[config.mk]
export PLATFORM = sky130hd
export DESIGN_NAME = pcie_config_space_map
export DESIGN_NICKNAME = d
export VERILOG_FILES = /design/src/cfg_space_pkg.sv /design/src/msg_route_filter.sv /design/src/pcie_config_space_map.sv
export VERILOG_INCLUDE_DIRS = /design/src /design/src/src
export SDC_FILE = /design/constraint.sdc
export NUM_CORES = 1
export LEC_CHECK = 0
export ABC_AREA = 1
export BUFFER_PORTS_ARGS = -buffer_cell sky130_fd_sc_hd__buf_2
export CELL_PAD_IN_SITES_DETAIL_PLACEMENT = 1
export CELL_PAD_IN_SITES_GLOBAL_PLACEMENT = 2
export CORE_MARGIN = 2
export CORE_UTILIZATION = 36
export DETAILED_ROUTE_END_ITERATION = 10
export MAX_ROUTING_LAYER = met4
export PLACE_DENSITY = 0.83
export SLEW_MARGIN = 30
export SYNTH_ARGS = -nofsm -noshare
export SYNTH_HDL_FRONTEND = slang
export SYNTH_SLANG_ARGS = --single-unit
[constraint.sdc]
create_clock -name clk -period 23.6 [get_ports clk]
set_input_delay 4.72 -clock clk [delete_from_list [all_inputs] [get_ports clk]]
set_output_delay 4.72 -clock clk [all_outputs]
set_load 0.05 [all_outputs]
[src/cfg_space_defs.svh]
// Purpose: Offsets, field positions, reset values for the config space map
// Assumes: Byte addresses, one aligned 32-bit word per register
// Notes:   Definitions only
`ifndef CFG_SPACE_DEFS_SVH
`define CFG_SPACE_DEFS_SVH

// ----------------------------------------------------------------------
// Header offsets
// ----------------------------------------------------------------------
`define OFS_FUNCTION_IDENTITY  12'h000
`define OFS_STATUS_AND_COMMAND 12'h004
`define OFS_CLASS_AND_REVISION 12'h008
`define OFS_HEADER_MISC        12'h00C
`define OFS_CAP_LIST_POINTER   12'h034
`define OFS_INTERRUPT_PIN_LINE 12'h03C
`define OFS_RESERVED_LO        12'h040
`define OFS_RESERVED_HI        12'h07C
`define OFS_POWER_MGMT_CAPABILITY      12'h080
`define OFS_PM_CTRL_STATUS     12'h084
`define OFS_MSG_IRQ_CONTROL    12'h090
`define OFS_MSG_IRQ_ADDR_LOW   12'h094
`define OFS_MSG_IRQ_ADDR_HIGH  12'h098
`define OFS_MSG_IRQ_DATA       12'h09C
`define OFS_MSG_IRQ_MASK       12'h0A0
`define OFS_MSG_IRQ_PENDING    12'h0A4
`define OFS_EXPRESS_CAP        12'h0C0
`define OFS_USER_EXT_BASE      12'h3DC
`define OFS_ROUTE_MASK         12'hF00
`define OFS_MODE_CTRL          12'hF04
`define OFS_MSG_COUNT          12'hF08

// ----------------------------------------------------------------------
// Capability ids and field values
// ----------------------------------------------------------------------
`define CAP_ID_PM              8'h01
`define CAP_ID_MSG_IRQ         8'h05
`define CAP_ID_EXPRESS         8'h10
`define HDR_TYPE_ENDPOINT      8'h00
`define HDR_TYPE_ROOT_PORT     8'h01
`define CMD_WRITE_MASK         16'h0547
`define POWER_MGMT_CTRL_STATUS_WRITE_MASK       32'h0000_0103
`define MSG_IRQ_CTRL_WMASK     16'h0071
`define ZERO_WORD              32'h0000_0000
`define ROUTE_MASK_RESET       18'h3_FFFF
`define MSG_TYPE_WIDTH         5
`define MSG_KIND_COUNT         18

`endif

[src/cfg_space_pkg.sv]
// Purpose: Types shared by the config space map
// Assumes: Constants live in cfg_space_defs.svh
// Notes:   Message kinds follow route mask bit order
package cfg_space_pkg;

	// Route mask bit positions, one kind each
	typedef enum logic [4:0] {
		MSG_ERR_COR      = 5'd0,
		MSG_ERR_NONFATAL = 5'd1,
		MSG_ERR_FATAL    = 5'd2,
		MSG_INT_A        = 5'd3,
		MSG_INT_B        = 5'd4,
		MSG_INT_C        = 5'd5,
		MSG_INT_D        = 5'd6,
		MSG_PM_PME       = 5'd7,
		MSG_PME_TO_ACK   = 5'd8,
		MSG_PME_TURN_OFF = 5'd9,
		MSG_ASPM_NAK     = 5'd10,
		MSG_SLOT_POWER   = 5'd11,
		MSG_LATENCY_TOL  = 5'd12,
		MSG_FLUSH_FILL   = 5'd13,
		MSG_UNLOCK       = 5'd14,
		MSG_VENDOR_0     = 5'd15,
		MSG_VENDOR_1     = 5'd16,
		MSG_PAGE_GROUP   = 5'd17
	} msg_kind_t;

	typedef struct packed {
		logic            valid;
		msg_kind_t       kind;
		logic [31:0]     payload;
	} msg_beat_t;

	typedef struct packed {
		logic            wr;
		logic            rd;
		logic [11:0]     addr;
		logic [31:0]     wdata;
	} cfg_req_t;

endpackage : cfg_space_pkg

[src/msg_route_filter.sv]
// Purpose: Steer received messages to the request stream or the message port
// Assumes: One message per cycle, same clock as the map
// Notes:   Outputs registered; one cycle latency
`timescale 1ns/1ns
`default_nettype none
`include "cfg_space_defs.svh"

module msg_route_filter (
	// Clock and reset
	input  wire logic                      clk,
	input  wire logic                      sys_rst,
	// Control
	input  wire logic [17:0]               message_route_mask,
	input  wire logic                      rx_message_port_select,
	// Incoming message
	input  wire cfg_space_pkg::msg_beat_t  msg_in,
	// Outputs
	output var  cfg_space_pkg::msg_beat_t  cq_msg_out,
	output var  cfg_space_pkg::msg_beat_t  port_msg_out,
	output logic                           msg_dropped
);
	import cfg_space_pkg::*;

	// Decoded kind to one-hot mask bit
	function automatic logic [17:0] kind_bit(input msg_kind_t k);
		kind_bit = 18'h0_0001 << k;
	endfunction : kind_bit

	logic pass_cq;
	assign pass_cq = |(kind_bit(msg_in.kind) & message_route_mask);

	always_ff @(posedge clk or posedge sys_rst) begin
		if (sys_rst) begin
			cq_msg_out   <= '0;
			port_msg_out <= '0;
			msg_dropped  <= 1'b0;
		end else begin
			// Port mode ignores the mask entirely
			port_msg_out       <= msg_in;
			port_msg_out.valid <= msg_in.valid && rx_message_port_select;
			cq_msg_out         <= msg_in;
			cq_msg_out.valid   <= msg_in.valid && !rx_message_port_select && pass_cq;
			msg_dropped        <= msg_in.valid && !rx_message_port_select && !pass_cq;
		end
	end

	chk_filter_pass: assert property (@(posedge clk) disable iff (sys_rst)
		msg_in.valid && !rx_message_port_select && message_route_mask[msg_in.kind]
		|=> cq_msg_out.valid && !port_msg_out.valid)
		else $error("Enabled message not passed");
	chk_filter_drop: assert property (@(posedge clk) disable iff (sys_rst)
		msg_in.valid && !rx_message_port_select && !message_route_mask[msg_in.kind]
		|=> !cq_msg_out.valid && msg_dropped)
		else $error("Masked message not dropped");
	chk_port_mode: assert property (@(posedge clk) disable iff (sys_rst)
		msg_in.valid && rx_message_port_select
		|=> port_msg_out.valid && !cq_msg_out.valid && !msg_dropped)
		else $error("Port mode delivery wrong");
	cov_port_msg: cover property (@(posedge clk) disable iff (sys_rst) port_msg_out.valid);
	cov_drop: cover property (@(posedge clk) disable iff (sys_rst) msg_dropped);

endmodule : msg_route_filter
`default_nettype wire

[src/pcie_config_space_map.sv]
// Purpose: Configuration space map with message routing filter
// Assumes: Plain register port, read data one cycle after strobe
// Notes:   Extended space reads from user base below F00h are served by user logic
// How it works
// - Bits 12-16: latency, flush, unlock, vendor
// - Bit 17 gates the page group kind
// - Stream mode: mask one passes, zero drops
// - Port mode: mask ignored, port used
// - Endpoint type 0, root port type 1
// - At most four legacy capabilities
// - At most ten extended capabilities
// - Unimplemented locations outside 3DCh to EFCh read all zeros
// - Identity 000h, command 004h, class 008h
// - Cap pointer 034h, interrupt word 03Ch
// - Message interrupt block 090h to 0A4h
`timescale 1ns/1ns
`default_nettype none
`include "cfg_space_defs.svh"

module pcie_config_space_map #(
	parameter logic [31:0] IDENTITY_WORD  = 32'h0001_0002, // Arbitrary value
	parameter logic [31:0] CLASS_REV_WORD = 32'h0580_0000, // Arbitrary value
	parameter int          LEGACY_CAPS    = 3,
	parameter int          EXT_CAPS       = 1
) (
	// Clock and reset
	input  wire logic                      clk,
	input  wire logic                      sys_rst,
	// Register port
	input  wire logic [11:0]               reg_addr,
	input  wire logic [31:0]               reg_wdata,
	input  wire logic                      reg_wr,
	input  wire logic                      reg_rd,
	output logic [31:0]                    reg_rdata,
	// Mode
	input  wire logic                      root_port_mode,
	// User extended space
	output logic                           user_ext_rd,
	input  wire logic [31:0]               user_ext_rdata,
	// Messages from the link
	input  wire cfg_space_pkg::msg_beat_t  msg_in,
	output var  cfg_space_pkg::msg_beat_t  cq_msg_out,
	output var  cfg_space_pkg::msg_beat_t  port_msg_out,
	output logic                           msg_dropped
);
	import cfg_space_pkg::*;

	// Chain links as full offsets; the low byte is the pointer value
	localparam logic [11:0] PM_CAP_OFS      = `OFS_POWER_MGMT_CAPABILITY;
	localparam logic [11:0] MSG_IRQ_CAP_OFS = `OFS_MSG_IRQ_CONTROL;
	localparam logic [11:0] EXPRESS_CAP_OFS = `OFS_EXPRESS_CAP;

	initial begin
		if (LEGACY_CAPS > 4) $error("Too many legacy capabilities");
		if (EXT_CAPS > 10) $error("Too many extended capabilities");
	end

	// ----------------------------------------------------------------------
	// Control registers
	// ----------------------------------------------------------------------
	logic [17:0] route_mask_ff;
	logic        port_sel_ff;
	logic [15:0] command_ff;
	logic [7:0]  irq_line_ff;
	logic [7:0]  cache_line_ff;
	logic [31:0] power_mgmt_ctrl_status_ff;
	logic [15:0] msi_ctrl_ff;
	logic [31:0] msi_addr_lo_ff;
	logic [31:0] msi_addr_hi_ff;
	logic [15:0] msi_data_ff;
	logic [31:0] msi_mask_ff;
	logic [31:0] msi_pending_ff;
	logic [15:0] msg_count_ff;

	logic wr_hit;
	assign wr_hit = reg_wr;

	// Bits 0..17 map to kinds in msg_kind_t order
	always_ff @(posedge clk or posedge sys_rst) begin
		if (sys_rst) begin
			route_mask_ff <= `ROUTE_MASK_RESET;
			port_sel_ff   <= 1'b0;
		end else if (wr_hit && reg_addr == `OFS_ROUTE_MASK) begin
			route_mask_ff <= reg_wdata[17:0];
		end else if (wr_hit && reg_addr == `OFS_MODE_CTRL) begin
			port_sel_ff <= reg_wdata[0];
		end
	end

	always_ff @(posedge clk or posedge sys_rst) begin
		if (sys_rst) begin
			command_ff    <= 16'h0000;
			irq_line_ff   <= 8'h00;
			cache_line_ff <= 8'h00;
		end else if (wr_hit) begin
			if (reg_addr == `OFS_STATUS_AND_COMMAND) begin
				command_ff <= reg_wdata[15:0] & `CMD_WRITE_MASK;
			end
			if (reg_addr == `OFS_INTERRUPT_PIN_LINE) begin
				irq_line_ff <= reg_wdata[7:0];
			end
			if (reg_addr == `OFS_HEADER_MISC) begin
				cache_line_ff <= reg_wdata[7:0];
			end
		end
	end

	always_ff @(posedge clk or posedge sys_rst) begin
		if (sys_rst) begin
			power_mgmt_ctrl_status_ff <= `ZERO_WORD;
		end else if (wr_hit && reg_addr == `OFS_PM_CTRL_STATUS) begin
			power_mgmt_ctrl_status_ff <= reg_wdata & `POWER_MGMT_CTRL_STATUS_WRITE_MASK;
		end
	end

	always_ff @(posedge clk or posedge sys_rst) begin
		if (sys_rst) begin
			msi_ctrl_ff    <= 16'h0000;
			msi_addr_lo_ff <= `ZERO_WORD;
			msi_addr_hi_ff <= `ZERO_WORD;
			msi_data_ff    <= 16'h0000;
			msi_mask_ff    <= `ZERO_WORD;
		end else if (wr_hit) begin
			unique case (reg_addr)
				`OFS_MSG_IRQ_CONTROL:   msi_ctrl_ff    <= reg_wdata[31:16] & `MSG_IRQ_CTRL_WMASK;
				`OFS_MSG_IRQ_ADDR_LOW:  msi_addr_lo_ff <= {reg_wdata[31:2], 2'b00};
				`OFS_MSG_IRQ_ADDR_HIGH: msi_addr_hi_ff <= reg_wdata;
				`OFS_MSG_IRQ_DATA:      msi_data_ff    <= reg_wdata[15:0];
				`OFS_MSG_IRQ_MASK:      msi_mask_ff    <= reg_wdata;
				default: ;
			endcase
		end
	end

	// Pending bits are read-only; no source inside the block
	always_ff @(posedge clk or posedge sys_rst) begin
		if (sys_rst) begin
			msi_pending_ff <= `ZERO_WORD;
		end else begin
			msi_pending_ff <= msi_pending_ff & msi_mask_ff;
		end
	end

	// ----------------------------------------------------------------------
	// Message filter
	// ----------------------------------------------------------------------
	msg_route_filter u_filter (
		.clk                    (clk),
		.sys_rst                (sys_rst),
		.message_route_mask     (route_mask_ff),
		.rx_message_port_select (port_sel_ff),
		.msg_in                 (msg_in),
		.cq_msg_out             (cq_msg_out),
		.port_msg_out           (port_msg_out),
		.msg_dropped            (msg_dropped)
	);

	// Saturating count of filtered messages, visible to software
	always_ff @(posedge clk or posedge sys_rst) begin
		if (sys_rst) begin
			msg_count_ff <= 16'h0000;
		end else if (msg_dropped && msg_count_ff != 16'hFFFF) begin
			msg_count_ff <= msg_count_ff + 16'h0001;
		end
	end

	// ----------------------------------------------------------------------
	// Read decode
	// ----------------------------------------------------------------------
	// Capability chain: 034h -> PM 080h -> message irq 090h -> express 0C0h -> 0
	function automatic logic [31:0] read_word(input logic [11:0] a);
		logic [7:0] htype;
		htype = root_port_mode ? `HDR_TYPE_ROOT_PORT : `HDR_TYPE_ENDPOINT;
		unique case (a)
			`OFS_FUNCTION_IDENTITY:  read_word = IDENTITY_WORD;
			`OFS_STATUS_AND_COMMAND: read_word = {16'h0010, command_ff};
			`OFS_CLASS_AND_REVISION: read_word = CLASS_REV_WORD;
			`OFS_HEADER_MISC:        read_word = {8'h00, htype, 8'h00, cache_line_ff};
			`OFS_CAP_LIST_POINTER:   read_word = {24'h00_0000, PM_CAP_OFS[7:0]};
			`OFS_INTERRUPT_PIN_LINE: read_word = {16'h0000, 8'h01, irq_line_ff};
			`OFS_POWER_MGMT_CAPABILITY:      read_word = {16'h0003, MSG_IRQ_CAP_OFS[7:0], `CAP_ID_PM};
			`OFS_PM_CTRL_STATUS:     read_word = power_mgmt_ctrl_status_ff;
			`OFS_MSG_IRQ_CONTROL:    read_word = {msi_ctrl_ff | 16'h0180, EXPRESS_CAP_OFS[7:0], `CAP_ID_MSG_IRQ};
			`OFS_MSG_IRQ_ADDR_LOW:   read_word = msi_addr_lo_ff;
			`OFS_MSG_IRQ_ADDR_HIGH:  read_word = msi_addr_hi_ff;
			`OFS_MSG_IRQ_DATA:       read_word = {16'h0000, msi_data_ff};
			`OFS_MSG_IRQ_MASK:       read_word = msi_mask_ff;
			`OFS_MSG_IRQ_PENDING:    read_word = msi_pending_ff;
			`OFS_EXPRESS_CAP:        read_word = {16'h0002 | (root_port_mode ? 16'h0040 : 16'h0000),
				8'h00, `CAP_ID_EXPRESS};
			`OFS_ROUTE_MASK:         read_word = {14'h0000, route_mask_ff};
			`OFS_MODE_CTRL:          read_word = {31'h0000_0000, port_sel_ff};
			`OFS_MSG_COUNT:          read_word = {16'h0000, msg_count_ff};
			default:                 read_word = `ZERO_WORD;
		endcase
	endfunction : read_word

	logic user_zone;
	assign user_zone = (reg_addr >= `OFS_USER_EXT_BASE) && (reg_addr < `OFS_ROUTE_MASK);
	assign user_ext_rd = reg_rd && user_zone;

	logic user_sel_ff;
	logic [31:0] rdata_ff;
	always_ff @(posedge clk or posedge sys_rst) begin
		if (sys_rst) begin
			rdata_ff    <= `ZERO_WORD;
			user_sel_ff <= 1'b0;
		end else begin
			user_sel_ff <= reg_rd && user_zone;
			rdata_ff    <= reg_rd && !user_zone ? read_word(reg_addr) : `ZERO_WORD;
		end
	end

	// User logic answers in the cycle after its strobe
	assign reg_rdata = user_sel_ff ? user_ext_rdata : rdata_ff;

	// ----------------------------------------------------------------------
	// Checks
	// ----------------------------------------------------------------------
	chk_reserved_zero: assert property (@(posedge clk) disable iff (sys_rst)
		reg_rd && reg_addr >= `OFS_RESERVED_LO && reg_addr <= `OFS_RESERVED_HI
		|=> reg_rdata == `ZERO_WORD)
		else $error("Reserved location not zero");
	chk_hdr_type: assert property (@(posedge clk) disable iff (sys_rst)
		reg_rd && reg_addr == `OFS_HEADER_MISC
		|=> reg_rdata[23:16] == ($past(root_port_mode) ? 8'h01 : 8'h00))
		else $error("Header type mismatch");
	chk_cap_chain: assert property (@(posedge clk) disable iff (sys_rst)
		reg_rd && reg_addr == `OFS_CAP_LIST_POINTER |=> reg_rdata == 32'h0000_0080)
		else $error("Capability pointer wrong");
	chk_chain_end: assert property (@(posedge clk) disable iff (sys_rst)
		reg_rd && reg_addr == `OFS_EXPRESS_CAP |=> reg_rdata[15:8] == 8'h00)
		else $error("Chain not terminated");
	chk_msi_roundtrip: assert property (@(posedge clk) disable iff (sys_rst)
		reg_wr && reg_addr == `OFS_MSG_IRQ_MASK ##1 reg_rd && reg_addr == `OFS_MSG_IRQ_MASK
		|=> reg_rdata == $past(reg_wdata, 2))
		else $error("Mask bits not stored");
	chk_mask_update: assert property (@(posedge clk) disable iff (sys_rst)
		reg_wr && reg_addr == `OFS_ROUTE_MASK |=> route_mask_ff == $past(reg_wdata[17:0]))
		else $error("Route mask not written");
	chk_user_fwd: assert property (@(posedge clk) disable iff (sys_rst)
		reg_rd && reg_addr == `OFS_USER_EXT_BASE |-> user_ext_rd ##1 reg_rdata == user_ext_rdata)
		else $error("User space not forwarded");
	chk_unmapped: assert property (@(posedge clk) disable iff (sys_rst)
		reg_rd && reg_addr == 12'h0A8 |=> reg_rdata == `ZERO_WORD)
		else $error("Unimplemented word not zero");
	cov_cfg_read: cover property (@(posedge clk) disable iff (sys_rst) reg_rd ##1 reg_rd);
	cov_user_read: cover property (@(posedge clk) disable iff (sys_rst) user_ext_rd);
	cov_cq_msg: cover property (@(posedge clk) disable iff (sys_rst) cq_msg_out.valid);

endmodule : pcie_config_space_map
`default_nettype wire
==> impl_results.md <==
* Prevailing post-synth register cell: dfrtp_1
* Number of synthesized register bits at ~280
* Fillcell total at between 4k and 5k
* Final Power at about 1.1 mW
* Post-layout nets at 1,752
* Num rows at slightly below 70
* Final hold slack at between 0.4 and 0.5 ns
* Post-synth EDFFs at 0
* Worst EP arrival at a little under 6 ns
* CP required at ~19 ns
* Core Util, Final at 0.435
* Post-route clock period utilization at 0.446
* Drt first pass iters at 5
* Register Area at roughly 0.007 sq mm
* Post-DRT Antenna Nets at 0
* Antenna diode count at 0
* Worst stage delay on the critical path at 0.44 ns
* Final HPWL DP at around 26 mm
* DRC viols at 0
* Post-route cell area at ~0.015 sq mm
* CTS tree: built
* Clk sinks at 279
* Gpl congestion at roughly 0.84
* Worst hold-check path type: reg2reg
* Post-CTS setup buffer count at 0
* Initial DRC count at approximately 640
* Sequential Power Share at 0.447
* Peak VDD IR at 0.0000424 V
* RSZ-0062 raised after global routing: no
* Footprint of the multi-input gates at around 0.0046 sq mm
* Worst R2R Path Depth at 9
* Busiest metal layer after global routing: met2
* Routed len/inst at between 15 and 20 um
* Max Transition Viols Final at 0
* Status: complete, no violations
* CTS Buf Count at 34
* Mapped Area at approximately 0.013 sq mm
* Final Skew at around 0.026 ns
* Yosys warns at 0
* Setup TNS at 0 ns
* Clk_lat worst skew at approximately 0.52 ns
* Comb pwr share at 0.088
* Switching share of power at 0.255
* Die span in y at between 150 and 200 um
* Placed Area at around 0.014 sq mm
* Worst setup SP type: input pin
* PostCTS Resize Cnt at 0
* Vias per cell at 4.88
* Final hold vios at 0
* Critical path fanouts, max at 9
* Area growth syn-to-layout at 18.7%
* Vias at slightly above 10k
* Largest net degree at the start of global routing at 140
* Final setup viols at 0
* Number of max-cap violations at 0
* Vias in the first global route at between 10k and 15k
* Switching pwr at 0.284 mW
* IO buf count at about 230
* Post-synthesis sequential area ratio at 0.551
* Crit-path cells: buf_2, nand2_1, nor2_2, inv_1, nand2_1, nor2_1, buf_2
* Fmax at around 0.095 GHz
* Worst path slowest cell: nor2_2
* End of the critical path: user_ext_rd
* Synth Instances at 1,443
* First-pass GRT wire length at about 60 mm
* Syn Area/Cell at between 8 and 9 sq um
* Yosys cell types at slightly above 40
* Async SR Flop Fraction at 1.00
* Dominant cell type by area after synthesis: dfrtp_1
* Top cell type's share of synthesized area at 0.514
* Core ar. at approximately 0.035 sq mm
* R2R Path Start: msg_count_ff[0]
* Crit Path Class: in2out
* Relative slew margins at 0.365
* Worst Tran Pin Value at between 0.9 and 1 ns
* Crit end category: primary output
* Synth area leaders: dfrtp_1, nand2_1, o21ai_0
* Leakage at between 7 and 8 nW
* Clk pin slew, worst setup/hold paths at ~0.060 ns
* Internal power at just over 0.8 mW
* Crit. Startpoint: reg_addr[10]
* Cts hold-fix bufs at 0
* Die X at roughly 190 um
* Met2 usage at 0.354
* Power Density at around 74 mW/mm^2
* Htree depth at 2
* Clk buf depth at 3
* Most common cell after layout, fill and taps aside: nand2_1
* Final Critical Period at around 11 ns
* Initial antenna violation count at 0
* Clock power share at 0.465
* Clk Tree Root Cell: clkbuf_16
* GRT Overall Usage at 0.222
* Die area at around 0.037 sq mm
* Initial core utilization at 0.367
* Layout cell share with drive strength beyond 1 at 0.264
* Commonest non-fill, non-tap cells in the layout: nand2_1, dfrtp_1, buf_2
* Flop2flop setup slack at 21.73 ns
* Net Count, Synth at approximately 1.6k
* Reg2Reg Capture Point: msg_count_ff[12]
* Routed WL at between 30 and 40 mm
* Top Ports at 229
* GRT overflow at 0
* GR met3 Demand/Resource at 0.0358
* Met1 GRT Util at 0.300
## layer usage
layer,vias up,part of all wire
li1,4917,-
met1,5110,0.47
met2,232,0.47
met3,47,0.048
met4,0,0.014
met5,-,0
## kinds of logic (layout without fill, tap and decap cells)
logic type,count (synthesis),in the layout,share of synthesized area
compound gates,195,195,0.0886
xor+xnor,15,15,0.0103
fa+ha+maj,1,1,0.000985
buf+inv,221,434,0.0846
flops,279,279,0.551
mux,32,32,0.0284
simple gates,700,700,0.236
## cells in the mapped netlist, types with 18 or more instances
master,n
o21ai_0,129
dfrtp_1,261
buf_4,40
nand2_2,30
dfstp_2,18
nand4_1,22
nand2_1,452
nand3_1,46
nor2_1,111
inv_1,127
mux2_2,32
o21ai_2,32
## through the flow
stage | setup WS (ns) | instances
3_5_place_dp | 13.10 | 2051
2_1_floorplan | 11.22 | 1443
6_report | 13.08 | 2111
5_1_grt | 12.88 | 2111
4_1_cts | 13.10 | 2111
3_3_place_gp | 13.14 | 2050
## final cells by class
cell class / count / share of cell area
Tap cell: 455 / 0.0378
Clock buffer: 51 / 0.0667
Clock inverter: 9 / 0.00672
Sequential cell: 279 / 0.465
Timing Repair Buffer: 236 / 0.0818
Inverter: 138 / 0.0354
Multi-Input combinational cell: 943 / 0.307
## power by group through the flow
stage                     sequential [mW]  clock [mW]  combinational, mW
after global placement              0.506           0             0.0977
after CTS                           0.498       0.530             0.0998
after floorplan                     0.515           0             0.0595
after global routing                0.499       0.547              0.106
after detailed placement            0.506           0             0.0993
final                               0.498       0.517             0.0980
## critical path, delay by kind of cell
kind                   cells  cell delay [ns]
buffers and inverters      3             0.40
AND/OR/NAND/NOR            4             0.67
## how the worst min path moves through the flow
stage                                  start                  to  slack [ns]  cells past startpoint
after detailed placement  msi_pending_ff[17]  msi_pending_ff[17]        0.45                      2
after floorplan            msi_pending_ff[0]   msi_pending_ff[0]        0.43                      2
after CTS                 msi_pending_ff[17]  msi_pending_ff[17]        0.47                      2
after global placement     msi_pending_ff[2]   msi_pending_ff[2]        0.44                      2
after global routing      msi_pending_ff[10]  msi_pending_ff[10]        0.49                      2
final                     msi_pending_ff[10]  msi_pending_ff[10]        0.47                      2
## registers in the layout, indices dropped and copies added, names as in the netlist, 4 cells and up
register and cells:
msi_mask_ff 32, irq_line_ff 8, msi_pending_ff 32, route_mask_ff 18, command_ff 6, msg_count_ff 16
msi_addr_lo_ff 30, msi_addr_hi_ff 32, u_filter.cq_msg_out 38, cache_line_ff 8, msi_ctrl_ff 4, rdata_ff 32
msi_data_ff 16
No activity file was read; power rests on OpenSTA's default activity.
